$ cat config.mk
export PLATFORM = sky130hd
export DESIGN_NAME = rwi_ctrl
export DESIGN_NICKNAME = d
export VERILOG_FILES = /design/src/include/rwi_pkg.sv /design/src/design/rwi_ctrl.sv /design/src/design/rwi_reset_seq.sv /design/src/design/rwi_watchdog.sv
export SDC_FILE = /design/constraint.sdc
export NUM_CORES = 1
export LEC_CHECK = 0
export ABC_CLOCK_PERIOD_IN_PS = 2600
export BUFFER_PORTS_ARGS = -buffer_cell sky130_fd_sc_hd__buf_2
export CORE_MARGIN = 5
export CORE_UTILIZATION = 35
export CTS_CLUSTER_DIAMETER = 40
export DETAILED_ROUTE_END_ITERATION = 10
export SLEW_MARGIN = 10
export SYNTH_ARGS = -nofsm -noshare
export SYNTH_HDL_FRONTEND = slang
export SYNTH_SLANG_ARGS = --single-unit
$ cat constraint.sdc
create_clock -name i_clock -period 2.6 [get_ports i_clock]
set_input_delay 0.39 -clock i_clock [delete_from_list [all_inputs] [get_ports i_clock]]
set_output_delay 0.39 -clock i_clock [all_outputs]
set_load 0.02 [all_outputs]
$ cat src/include/rwi_pkg.sv
// Shared constants and types for the reset, watchdog and interrupt controller.
// Assumes one 10 MHz system clock that stands in for the oscillator.
package rwi_pkg;

  // Reset stretch after the last reset source releases
  localparam int unsigned STRETCH_CYCLES = 2048;
  localparam int unsigned STRETCH_W      = 12;

  // Watchdog prescale: one tick every twelve oscillator cycles
  localparam int unsigned WD_DIV         = 12;
  localparam logic [3:0]  WD_DIV_LAST    = 4'hb;
  // Hidden ticks per visible counter step: 256 ticks of twelve cycles is 3072
  localparam logic [7:0]  WD_SUB_LAST    = 8'hff;
  localparam logic [5:0]  WD_COUNT_INIT  = 6'h3f;

  // Data space addresses
  localparam logic [7:0] WD_ADDR         = 8'hd8;
  localparam logic [7:0] IRQ_OPT_ADDR    = 8'hc8;
  localparam int unsigned GEN_BIT        = 4;
  localparam logic [7:0] WD_RESET_VAL    = 8'hfe;
  localparam int unsigned SOFT_RESET_BIT = 1;
  localparam int unsigned ACTIVE_BIT     = 0;

  // Program addresses
  localparam logic [11:0] RESET_VECTOR   = 12'hffe;
  localparam logic [11:0] NMI_VECTOR     = 12'hffc;
  localparam logic [11:0] VEC1_ADDR      = 12'hff6;
  localparam logic [11:0] VEC_STEP       = 12'h002;

  localparam int unsigned NUM_MASKABLE   = 4;

  typedef enum logic [1:0] {
    RWI_RESET,
    RWI_STRETCH,
    RWI_RUN
  } rwi_phase_t;

  // Reset sequencer state
  typedef struct packed {
    rwi_phase_t             phase;
    logic [STRETCH_W-1:0]   cnt;
    logic                   core_reset;
    logic                   ports_input;
    logic                   load_vector;
  } rwi_seq_t;

  // Watchdog state
  typedef struct packed {
    logic [3:0] div;
    logic [7:0] sub;
    logic [5:0] count;
    logic       soft_reset_bit;
    logic       active;
    logic       expire;
  } rwi_wd_t;

  // Per-cycle handshake from the core
  typedef struct packed {
    logic instr_last;
    logic return_from_irq_instr;
    logic stop_instr;
  } rwi_core_ev_t;

endpackage : rwi_pkg

$ cat src/design/rwi_ctrl.sv
// Reset, watchdog and interrupt vectoring controller for an 8-bit core.
// Assumes the core gives one-cycle strobes for instruction end, return and data writes.
`timescale 1ns/100ps
`default_nettype none
module rwi_ctrl
  import rwi_pkg::*;
(
  input  wire logic         i_clock,
  input  wire logic         i_reset,
  input  wire logic         i_pin_reset_n,
  input  wire logic         i_nmi_req,
  input  wire logic         i_timer3_req,
  input  wire logic         i_port_a_req,
  input  wire logic         i_port_b_req,
  input  wire logic         i_timer2_req,
  input  wire logic         i_vsync_req,
  input  wire logic         i_i2c_req,
  input  wire logic         i_timer1_req,
  input  wire logic         i_ddc_req,
  input  wire logic         i_adc_req,
  input  wire logic         i_power_fail_input,
  input  wire rwi_core_ev_t i_core_ev,
  input  wire logic         i_data_wr,
  input  wire logic [7:0]   i_data_addr,
  input  wire logic [7:0]   i_data_wdata,
  output logic [7:0]        o_wd_rdata,
  output logic              o_core_reset,
  output logic              o_ports_input_pullup,
  output logic              o_stack_clear,
  output logic              o_pc_load,
  output logic [11:0]       o_pc_value,
  output logic              o_nmi_mode,
  output logic              o_irq_mode,
  output logic              o_enter_wait
);

  typedef struct packed {
    logic [NUM_MASKABLE-1:0] pend;
    logic                    nmi_pend;
    logic                    nmi_mode;
    logic                    irq_mode;
    logic                    gen;
    logic                    pc_load;
    logic [11:0]             pc_value;
    logic                    stack_clear;
    logic                    enter_wait;
    logic [7:0]              wd_rdata;
    logic                    core_reset;
    logic                    ports_input;
  } rwi_ctl_t;

  rwi_ctl_t c_q;
  rwi_ctl_t c_d;

  logic                    seq_reset;
  logic                    seq_ports;
  logic                    seq_load_vec;
  logic                    wd_expire;
  logic [7:0]              wd_rdata;
  logic [NUM_MASKABLE-1:0] req;
  logic [NUM_MASKABLE-1:0] grant;
  logic [NUM_MASKABLE-1:0] pend_now;
  logic                    wd_wr;

  rwi_reset_seq i_rwi_reset_seq (
    .i_clock       (i_clock),
    .i_reset       (i_reset),
    .i_pin_reset_n (i_pin_reset_n),
    .i_wd_reset    (wd_expire),
    .o_core_reset  (seq_reset),
    .o_ports_input (seq_ports),
    .o_load_vector (seq_load_vec)
  );

  assign wd_wr = i_data_wr && (i_data_addr == WD_ADDR) && !seq_reset;

  rwi_watchdog i_rwi_watchdog (
    .i_clock      (i_clock),
    .i_reset      (i_reset),
    .i_core_reset (seq_reset),
    .i_wr         (wd_wr),
    .i_wdata      (i_data_wdata),
    .o_rdata      (wd_rdata),
    .o_expire     (wd_expire)
  );

  // Sources sharing one vector are or-ed into one request
  assign req[0] = i_timer3_req || i_port_a_req || i_port_b_req;
  assign req[1] = i_timer2_req || i_vsync_req || i_i2c_req;
  assign req[2] = i_timer1_req || i_ddc_req;
  assign req[3] = i_adc_req || i_power_fail_input;

  // Requests of this last cycle compete with those already stored
  assign pend_now = c_q.pend | req;

  // Fixed priority: lowest vector number wins
  generate
    for (genvar g = 0; g < NUM_MASKABLE; g++) begin : g_prio
      if (g == 0) begin : g_first
        assign grant[g] = pend_now[g];
      end else begin : g_rest
        assign grant[g] = pend_now[g] && (pend_now[g-1:0] == '0);
      end
    end
  endgenerate

  always_comb begin
    c_d             = c_q;
    c_d.pc_load     = 1'b0;
    c_d.stack_clear = 1'b0;
    c_d.enter_wait  = 1'b0;
    c_d.wd_rdata    = wd_rdata;
    c_d.core_reset  = seq_reset;
    c_d.ports_input = seq_ports;
    // Requests seen only in last cycle; a vector already holding one drops more
    if (i_core_ev.instr_last) begin
      c_d.pend     = c_q.pend | req;
      c_d.nmi_pend = c_q.nmi_pend | i_nmi_req;
    end
    if (i_data_wr && i_data_addr == IRQ_OPT_ADDR) begin
      c_d.gen = i_data_wdata[GEN_BIT];
    end
    if (i_core_ev.stop_instr) begin
      c_d.enter_wait = 1'b1;
    end
    if (seq_reset) begin
      c_d.pend        = '0;
      c_d.nmi_pend    = 1'b0;
      c_d.nmi_mode    = 1'b1;
      c_d.irq_mode    = 1'b0;
      c_d.gen         = 1'b0;
      c_d.stack_clear = 1'b1;
      c_d.enter_wait  = 1'b0;
    end else if (seq_load_vec) begin
      c_d.pc_load     = 1'b1;
      c_d.pc_value    = RESET_VECTOR;
      c_d.stack_clear = 1'b1;
    end else if (i_core_ev.instr_last) begin
      // Return leaves the current mode before the maskable grant is judged; the NMI grant still sees the old mode
      if (i_core_ev.return_from_irq_instr) begin
        if (c_q.nmi_mode) begin
          c_d.nmi_mode = 1'b0;
        end else begin
          c_d.irq_mode = 1'b0;
        end
      end
      if (c_d.nmi_pend && !c_q.nmi_mode) begin
        c_d.nmi_pend = 1'b0;
        c_d.nmi_mode = 1'b1;
        c_d.pc_load  = 1'b1;
        c_d.pc_value = NMI_VECTOR;
      end else if (!c_d.nmi_mode && !c_d.irq_mode && c_q.gen && pend_now != '0) begin
        c_d.irq_mode = 1'b1;
        c_d.pc_load  = 1'b1;
        c_d.pc_value = VEC1_ADDR;
        for (int i = 0; i < NUM_MASKABLE; i++) begin
          if (grant[i]) begin
            c_d.pc_value = VEC1_ADDR - 12'(i) * VEC_STEP;
            // Served request frees the vector for one new request
            c_d.pend[i]  = 1'b0;
          end
        end
      end
    end
  end

  always_ff @(posedge i_clock or posedge i_reset) begin
    if (i_reset) begin
      c_q <= '{pend: '0, nmi_pend: 1'b0, nmi_mode: 1'b1, irq_mode: 1'b0, gen: 1'b0,
               pc_load: 1'b0, pc_value: RESET_VECTOR, stack_clear: 1'b1, enter_wait: 1'b0,
               wd_rdata: WD_RESET_VAL, core_reset: 1'b1, ports_input: 1'b1};
    end else begin
      c_q <= c_d;
    end
  end

  assign o_wd_rdata           = c_q.wd_rdata;
  assign o_core_reset         = c_q.core_reset;
  assign o_ports_input_pullup = c_q.ports_input;
  assign o_stack_clear        = c_q.stack_clear;
  assign o_pc_load            = c_q.pc_load;
  assign o_pc_value           = c_q.pc_value;
  assign o_nmi_mode           = c_q.nmi_mode;
  assign o_irq_mode           = c_q.irq_mode;
  assign o_enter_wait         = c_q.enter_wait;

  property p_no_irq_in_nmi;
    @(posedge i_clock) disable iff (i_reset)
      (!seq_reset && c_q.nmi_mode && !(i_core_ev.instr_last && i_core_ev.return_from_irq_instr)) |=> !(o_pc_load && o_irq_mode && !$past(c_q.irq_mode));
  endproperty
  a_no_irq_in_nmi: assert property (p_no_irq_in_nmi) else $error("Maskable taken in NMI mode");

  property p_gen_blocks;
    @(posedge i_clock) disable iff (i_reset)
      (!c_q.gen && !seq_reset) |=> !(o_irq_mode && !$past(c_q.irq_mode));
  endproperty
  a_gen_blocks: assert property (p_gen_blocks) else $error("Maskable taken while disabled");

  property p_prio;
    @(posedge i_clock) disable iff (i_reset)
      (!seq_reset && !seq_load_vec && i_core_ev.instr_last && !c_q.nmi_mode && !c_q.irq_mode
       && !c_q.nmi_pend && !i_nmi_req && c_q.gen && c_q.pend[0]) |=> o_pc_load && o_pc_value == 12'hff6;
  endproperty
  a_prio: assert property (p_prio) else $error("Vector 1 not first");

  property p_reset_state;
    @(posedge i_clock) disable iff (i_reset) seq_reset |=> o_nmi_mode && o_stack_clear && o_core_reset;
  endproperty
  a_reset_state: assert property (p_reset_state) else $error("Reset state wrong");

  property p_sample_only_last;
    @(posedge i_clock) disable iff (i_reset)
      (!seq_reset && !i_core_ev.instr_last) |=> c_q.pend == $past(c_q.pend);
  endproperty
  a_sample_only_last: assert property (p_sample_only_last) else $error("Sampled mid instruction");

  property p_stop_wait;
    @(posedge i_clock) disable iff (i_reset) (i_core_ev.stop_instr && !seq_reset) |=> o_enter_wait;
  endproperty
  a_stop_wait: assert property (p_stop_wait) else $error("Stop not turned into wait");

  property p_ports_follow;
    @(posedge i_clock) disable iff (i_reset)
      o_ports_input_pullup == o_core_reset;
  endproperty
  a_ports_follow: assert property (p_ports_follow) else $error("Port state not tied to reset");

  property p_pc_source;
    @(posedge i_clock) disable iff (i_reset)
      o_pc_load |-> $past(seq_load_vec) || $past(i_core_ev.instr_last);
  endproperty
  a_pc_source: assert property (p_pc_source) else $error("Program counter loaded off cycle");

  property p_nmi_preempt;
    @(posedge i_clock) disable iff (i_reset)
      (!seq_reset && !seq_load_vec && i_core_ev.instr_last && i_nmi_req && !c_q.nmi_mode)
        |=> o_pc_load && o_nmi_mode && o_pc_value == NMI_VECTOR;
  endproperty
  a_nmi_preempt: assert property (p_nmi_preempt) else $error("NMI did not preempt");

  property p_no_nest;
    @(posedge i_clock) disable iff (i_reset)
      (!seq_reset && !seq_load_vec && c_q.irq_mode && !(i_core_ev.instr_last && i_core_ev.return_from_irq_instr))
        |=> !(o_pc_load && o_pc_value != NMI_VECTOR);
  endproperty
  a_no_nest: assert property (p_no_nest) else $error("Maskable request nested");

  property p_return_from_irq_instr_leaves;
    @(posedge i_clock) disable iff (i_reset)
      (!seq_reset && !seq_load_vec && i_core_ev.instr_last && i_core_ev.return_from_irq_instr && c_q.nmi_mode
       && !c_q.nmi_pend && !i_nmi_req) |=> !o_nmi_mode;
  endproperty
  a_return_from_irq_instr_leaves: assert property (p_return_from_irq_instr_leaves) else $error("Return kept NMI mode");

  property p_fall_through;
    @(posedge i_clock) disable iff (i_reset)
      (!seq_reset && !seq_load_vec && i_core_ev.instr_last && i_core_ev.return_from_irq_instr && c_q.nmi_mode
       && !c_q.nmi_pend && !i_nmi_req && pend_now == '0) |=> !o_pc_load;
  endproperty
  a_fall_through: assert property (p_fall_through) else $error("Vector loaded with nothing pending");

  property p_grant_clears;
    @(posedge i_clock) disable iff (i_reset)
      (o_pc_load && o_pc_value == VEC1_ADDR) |-> !c_q.pend[0];
  endproperty
  a_grant_clears: assert property (p_grant_clears) else $error("Served vector still pending");

  property p_gen_write;
    @(posedge i_clock) disable iff (i_reset)
      (!seq_reset && i_data_wr && i_data_addr == IRQ_OPT_ADDR) |=> c_q.gen == $past(i_data_wdata[GEN_BIT]);
  endproperty
  a_gen_write: assert property (p_gen_write) else $error("Global enable not stored");

  property p_wait_cause;
    @(posedge i_clock) disable iff (i_reset)
      o_enter_wait |-> $past(i_core_ev.stop_instr);
  endproperty
  a_wait_cause: assert property (p_wait_cause) else $error("Wait without stop");

  c_nmi: cover property (@(posedge i_clock) disable iff (i_reset) o_pc_load && o_pc_value == NMI_VECTOR);
  c_v4: cover property (@(posedge i_clock) disable iff (i_reset) o_pc_load && o_pc_value == 12'hff0);
  c_wait: cover property (@(posedge i_clock) disable iff (i_reset) o_enter_wait);

endmodule : rwi_ctrl
`default_nettype wire

$ cat src/design/rwi_reset_seq.sv
// Reset stretcher: holds the core in reset until every source is quiet,
// then 2048 further cycles. Asynchronous reset stands for power-on.
`timescale 1ns/100ps
`default_nettype none
module rwi_reset_seq
  import rwi_pkg::*;
(
  input  wire logic i_clock,
  input  wire logic i_reset,
  input  wire logic i_pin_reset_n,
  input  wire logic i_wd_reset,
  output logic      o_core_reset,
  output logic      o_ports_input,
  output logic      o_load_vector
);

  rwi_seq_t s_q;
  rwi_seq_t s_d;
  logic     src;

  always_comb begin
    src  = !i_pin_reset_n || i_wd_reset;
    s_d  = s_q;
    s_d.load_vector = 1'b0;
    case (s_q.phase)
      RWI_RESET: begin
        s_d.cnt = '0;
        if (!src) begin
          s_d.phase = RWI_STRETCH;
        end
      end
      RWI_STRETCH: begin
        if (src) begin
          s_d.phase = RWI_RESET;
        end else if (s_q.cnt == STRETCH_W'(STRETCH_CYCLES - 1)) begin
          s_d.phase       = RWI_RUN;
          s_d.load_vector = 1'b1;
        end else begin
          s_d.cnt = s_q.cnt + 1'b1;
        end
      end
      default: begin
        if (src) begin
          s_d.phase = RWI_RESET;
        end
      end
    endcase
    s_d.core_reset  = (s_d.phase != RWI_RUN);
    s_d.ports_input = (s_d.phase != RWI_RUN);
  end

  always_ff @(posedge i_clock or posedge i_reset) begin
    if (i_reset) begin
      s_q <= '{phase: RWI_RESET, cnt: '0, core_reset: 1'b1, ports_input: 1'b1, load_vector: 1'b0};
    end else begin
      s_q <= s_d;
    end
  end

  assign o_core_reset  = s_q.core_reset;
  assign o_ports_input = s_q.ports_input;
  assign o_load_vector = s_q.load_vector;

  property p_stretch_len;
    @(posedge i_clock) disable iff (i_reset)
      (s_q.phase == RWI_RESET && !src) ##1 (!src)[*8] |-> o_core_reset;
  endproperty
  a_stretch_len: assert property (p_stretch_len) else $error("Reset released early");

  property p_src_resets;
    @(posedge i_clock) disable iff (i_reset) src |=> o_core_reset && o_ports_input;
  endproperty
  a_src_resets: assert property (p_src_resets) else $error("Reset source not obeyed");

  property p_vec_at_release;
    @(posedge i_clock) disable iff (i_reset) $fell(o_core_reset) |-> o_load_vector;
  endproperty
  a_vec_at_release: assert property (p_vec_at_release) else $error("No vector load at release");

  c_release: cover property (@(posedge i_clock) disable iff (i_reset) $fell(o_core_reset));

endmodule : rwi_reset_seq
`default_nettype wire

$ cat src/design/rwi_watchdog.sv
// Always-on watchdog with its data space register.
// Assumes the write strobe is one cycle and reset comes from the sequencer.
`timescale 1ns/100ps
`default_nettype none
module rwi_watchdog
  import rwi_pkg::*;
(
  input  wire logic       i_clock,
  input  wire logic       i_reset,
  input  wire logic       i_core_reset,
  input  wire logic       i_wr,
  input  wire logic [7:0] i_wdata,
  output logic [7:0]      o_rdata,
  output logic            o_expire
);

  rwi_wd_t w_q;
  rwi_wd_t w_d;
  logic    tick;
  logic [5:0] wr_cnt;

  // Counter bits reversed in the register image
  always_comb begin
    for (int i = 0; i < 6; i++) begin
      o_rdata[7-i] = w_q.count[i];
      wr_cnt[i]    = i_wdata[7-i];
    end
    o_rdata[SOFT_RESET_BIT] = w_q.soft_reset_bit;
    o_rdata[ACTIVE_BIT]     = w_q.active;
  end

  always_comb begin
    w_d        = w_q;
    w_d.expire = 1'b0;
    tick       = (w_q.div == WD_DIV_LAST);
    w_d.div    = tick ? 4'h0 : w_q.div + 4'h1;
    if (i_core_reset) begin
      w_d = '{div: 4'h0, sub: '0, count: WD_COUNT_INIT, soft_reset_bit: 1'b1, active: 1'b0, expire: 1'b0};
    end else if (i_wr) begin
      w_d.count          = wr_cnt;
      w_d.sub            = '0;
      w_d.soft_reset_bit = i_wdata[SOFT_RESET_BIT];
      w_d.expire         = !i_wdata[SOFT_RESET_BIT];
      // Activation bit ignores writes
      w_d.active         = 1'b1;
    end else if (tick) begin
      w_d.sub    = w_q.sub + 8'h01;
      w_d.active = 1'b1;
      // Visible bits step once per 256 ticks, so timeouts span 3072 to 196608 cycles
      if (w_q.sub == WD_SUB_LAST) begin
        w_d.count  = w_q.count - 6'h01;
        w_d.expire = (w_q.count == 6'h00);
      end
    end
  end

  always_ff @(posedge i_clock or posedge i_reset) begin
    if (i_reset) begin
      w_q <= '{div: 4'h0, sub: '0, count: WD_COUNT_INIT, soft_reset_bit: 1'b1, active: 1'b0, expire: 1'b0};
    end else begin
      w_q <= w_d;
    end
  end

  assign o_expire = w_q.expire;

  property p_wrap_resets;
    @(posedge i_clock) disable iff (i_reset)
      (!i_core_reset && !i_wr && tick && w_q.sub == WD_SUB_LAST && w_q.count == 6'h00) |=> o_expire;
  endproperty
  a_wrap_resets: assert property (p_wrap_resets) else $error("Wrap gave no reset");

  property p_soft_reset;
    @(posedge i_clock) disable iff (i_reset)
      (!i_core_reset && i_wr && !i_wdata[SOFT_RESET_BIT]) |=> o_expire;
  endproperty
  a_soft_reset: assert property (p_soft_reset) else $error("Soft reset lost");

  property p_counting;
    @(posedge i_clock) disable iff (i_reset)
      (!i_core_reset && !i_wr && tick && w_q.sub == WD_SUB_LAST && w_q.count != 6'h00)
        |=> w_q.count == $past(w_q.count) - 6'h01;
  endproperty
  a_counting: assert property (p_counting) else $error("Counter did not step");

  property p_count_hold;
    @(posedge i_clock) disable iff (i_reset)
      (!i_core_reset && !i_wr && !(tick && w_q.sub == WD_SUB_LAST)) |=> w_q.count == $past(w_q.count);
  endproperty
  a_count_hold: assert property (p_count_hold) else $error("Counter stepped between steps");

  c_expire: cover property (@(posedge i_clock) disable iff (i_reset) o_expire);

endmodule : rwi_watchdog
`default_nettype wire

==> run_results.csv <==
group,metric,value,unit
status,status,"complete, no violations",
cts,hold_buffers,0,
drt,wl,6800,um
placement,io_buffers,58,
synth,ys_ff_latch,61,
sta,worst_slew_pin_slew,844,ps
worst_setup_path,critical_path_class,"flip-flop to flip-flop",
floorplanning,die_x,106,um
sta,post-route-min-period,2010,ps
worst_setup_path,critPathLaunchType,"flip-flop",
synth,ys_types,61,
floorplanning,initial_core_util,36.3,%
final_layout,final-seq-area,1550,um2
worst_setup_path,startpoint,"i_rwi_reset_seq.s_q[15]$_DFF_PP0_",
global_route,grt_first_pass_wirelength,11300,um
global_route,grt_overflow_total,0,
worst_setup_path,arrival,2270,ps
synth,ys_seq_area_share,48.6,%
sta,finalWorstSetupSlack,586,ps
worst_setup_path,cp.buffers_inverters,0,
synth,syn_nets,355,
placement,routabilityCongestion,0.764,
global_route,antenna_found_initial,0,
worst_setup_path,reg2reg_depth,4,
sta,setup_viol,0,
worst_hold_path,min_path_type,"input pin to async pin",
cts,clk_latency,330,ps
cts,clkTransAtPathRegs,70,ps
cts,cts.sinks,61,
sta,clock_skew,11.2,ps
cts,ctsResizeCount,0,
synth,syn_area,3190,um2
final_layout,diodes,0,
power_and_ir_drop,power.static_leakage,0.00163,uW
synth,syn_area_per_cell,10.1,um2
floorplanning,coreArea,8810,um2
worst_setup_path,worstReg2RegEnd,"i_rwi_reset_seq.s_q[10]$_DFFE_PP0P_",
cts,clock_path_buffers,2,
sta,rsz0062_at_grt,"false",
global_route,grt_start_max_net_pins,37,
final_layout,final_cell_mix,"buf_2 (58), dfrtp_1 (39), nor2_1 (32), dfstp_2 (22), nand2_1 (21)",
power_and_ir_drop,ir_drop,0.000209,V
floorplanning,fp.dieArea,11100,um2
final_layout,syn2layout_area_growth,13.3,%
drt,drt-initial-drc-count,104,
drt,num_vias,2420,
power_and_ir_drop,total_power,1850,uW
sta,timing.fmax,497,MHz
worst_setup_path,crit_path_cell_trace,"or3b_4, or4_4, and3_2, o21ai_0",
sta,relSlewSlack,43.2,%
worst_setup_path,crit_path_end_kind,"flip-flop",
global_route,grtUsageTotal,12.4,%
final_layout,fin_nets,394,
final_layout,nFillCells,862,
final_layout,multi_input_area,1370,um2
cts,cts_tree,"built",
global_route,grt_pass1_vias,2405,
drt,firstDrtPassIters,4,
floorplanning,fp.dieH,106,um
drt,antenna_left,0,
synth,synth_edf_count,0,
worst_setup_path,ff2ff_setup_slack,590,ps
sta,tns,0,ps
worst_setup_path,cp_max_fo,11,
job,cap_violations,0,
drt,drcViolationCount,0,
placement,dp_hpwl,4900,um
sta,slew_violations,0,
worst_setup_path,cpPeakStageDelay,610,ps
power_and_ir_drop,power_density,511,nW/um2
worst_setup_path,rr_startpoint,"i_rwi_reset_seq.s_q[15]$_DFF_PP0_",
synth,ys.flop_type,"dfrtp_1",
synth,syn_inst,317,
drt,routedWlPerCell,14.5,um
cts,cts_made_buffers,9,
worst_setup_path,slowest_stage,"or4_4",
sta,hold_viol,0,
floorplanning,num_rows,34,
placement,preCtsSetupSlack,605,ps
final_layout,drive_gt1_share,32.7,%
synth,yosysWarnings,0,
worst_setup_path,cp_top_family,"simple AND/OR/NAND/NOR gates",
drt,drt-vias-per-instance,5.16,
cts,clk_root_buffer_cell,"clkbuf_8",
synth,async_flop_share,100,%
sta,period_share,77.4,%
worst_setup_path,required,2850,ps
cts,cts_setup_buffers,0,
final_layout,final_common_cell,"buf_2",
floorplanning,ioPinCount,61,
cts,htree_levels,3,
-- cells by family after synthesis --
kind of cell               count (synthesis)  share of synthesized area (%)
other                                      1                          0.117
muxes                                      9                           2.90
buffers and inverters                     44                           8.42
and+or+nand+nor                          132                           23.1
xor gates and xnor gates                  12                           3.29
DFF                                       61                           48.6
AOI/OAI and AO/OA                         54                           12.0
adders and majority gates                  4                           1.57
-- synthesized netlist by cell type (3+ instances only) --
cell type | n | area [um2]
clkbuf_1 | 8 | 30.0
inv_1 | 9 | 33.8
nand4_1 | 7 | 43.8
a41o_1 | 3 | 30.0
ha_1 | 4 | 50.1
buf_6 | 3 | 33.8
nor2b_1 | 5 | 31.3
o21ai_0 | 8 | 40.0
nand2_1 | 21 | 78.8
nor3_1 | 6 | 30.0
nor4_1 | 5 | 31.3
xor2_1 | 5 | 43.8
or2_2 | 4 | 25.0
nor2_1 | 32 | 120
nand3_1 | 10 | 50.1
and3_1 | 6 | 37.5
a31oi_1 | 7 | 43.8
xnor2_1 | 7 | 61.3
dfstp_2 | 22 | 578
o21a_1 | 4 | 30.0
nand2b_1 | 8 | 50.1
a22oi_1 | 3 | 22.5
buf_4 | 21 | 158
dfrtp_1 | 39 | 976
nor3b_1 | 6 | 45.0
mux2i_1 | 7 | 70.1
a21oi_1 | 11 | 55.1
-- layer usage --
layer  vias up  global-route usage, %  wire, um
met5         -                      0         0
met3         8                   3.30       326
met4         0                   5.55        99
met1      1176                   16.1      3230
met2        48                   19.5      3140
li1       1188                      -         -
-- power by group --
group / internal, uW / switching [uW] / leakage (uW)
Clock: 423 / 364 / 0.0000917
Sequential: 957 / 8.38 / 0.000771
Combinational: 41.2 / 58.1 / 0.000771
Total: 1420 / 430 / 0.00163
-- flip-flops by register name (all words and copies together), names as in the netlist, 4 cells and up --
register                cells
c_q                         6
i_rwi_reset_seq.s_q        14
i_rwi_watchdog.o_rdata      8
i_rwi_watchdog.w_q         12
o_wd_rdata                  8
o_pc_value                  4
-- final cells by class --
cell class	instances	share of cell area, %
multi-input cells	212	37.9
repair buffers	62	9.19
inverters	10	1.04
clock inverters	3	0.553
well taps	108	3.73
clock buffers	13	4.67
flip-flops and latches	61	42.9
-- per-stage QoR --
step / instances / utilization (%) / cell area [um2] / hold WS (ps)
after floorplan: 317 / - / 3190 / 354
after global placement: 453 / 39.0 / 3430 / 358
after detailed placement: 453 / 39.0 / 3430 / 356
after CTS: 469 / 41.1 / 3620 / 124
after global routing: 469 / 41.1 / 3620 / 168
final: 469 / 41.1 / 3620 / 124
-- how the worst max path moves through the flow --
stage / cells past startpoint / end
floorplan: 6 / i_rwi_reset_seq.s_q[5]$_DFFE_PP0P_
global placement: 4 / i_rwi_reset_seq.s_q[10]$_DFFE_PP0P_
detailed placement: 4 / i_rwi_reset_seq.s_q[10]$_DFFE_PP0P_
CTS: 4 / i_rwi_reset_seq.s_q[10]$_DFFE_PP0P_
global route: 4 / c_q[31]$_DFF_PP0_
finish: 4 / i_rwi_reset_seq.s_q[10]$_DFFE_PP0P_
Note: power is estimated with default switching activity, not from simulation.
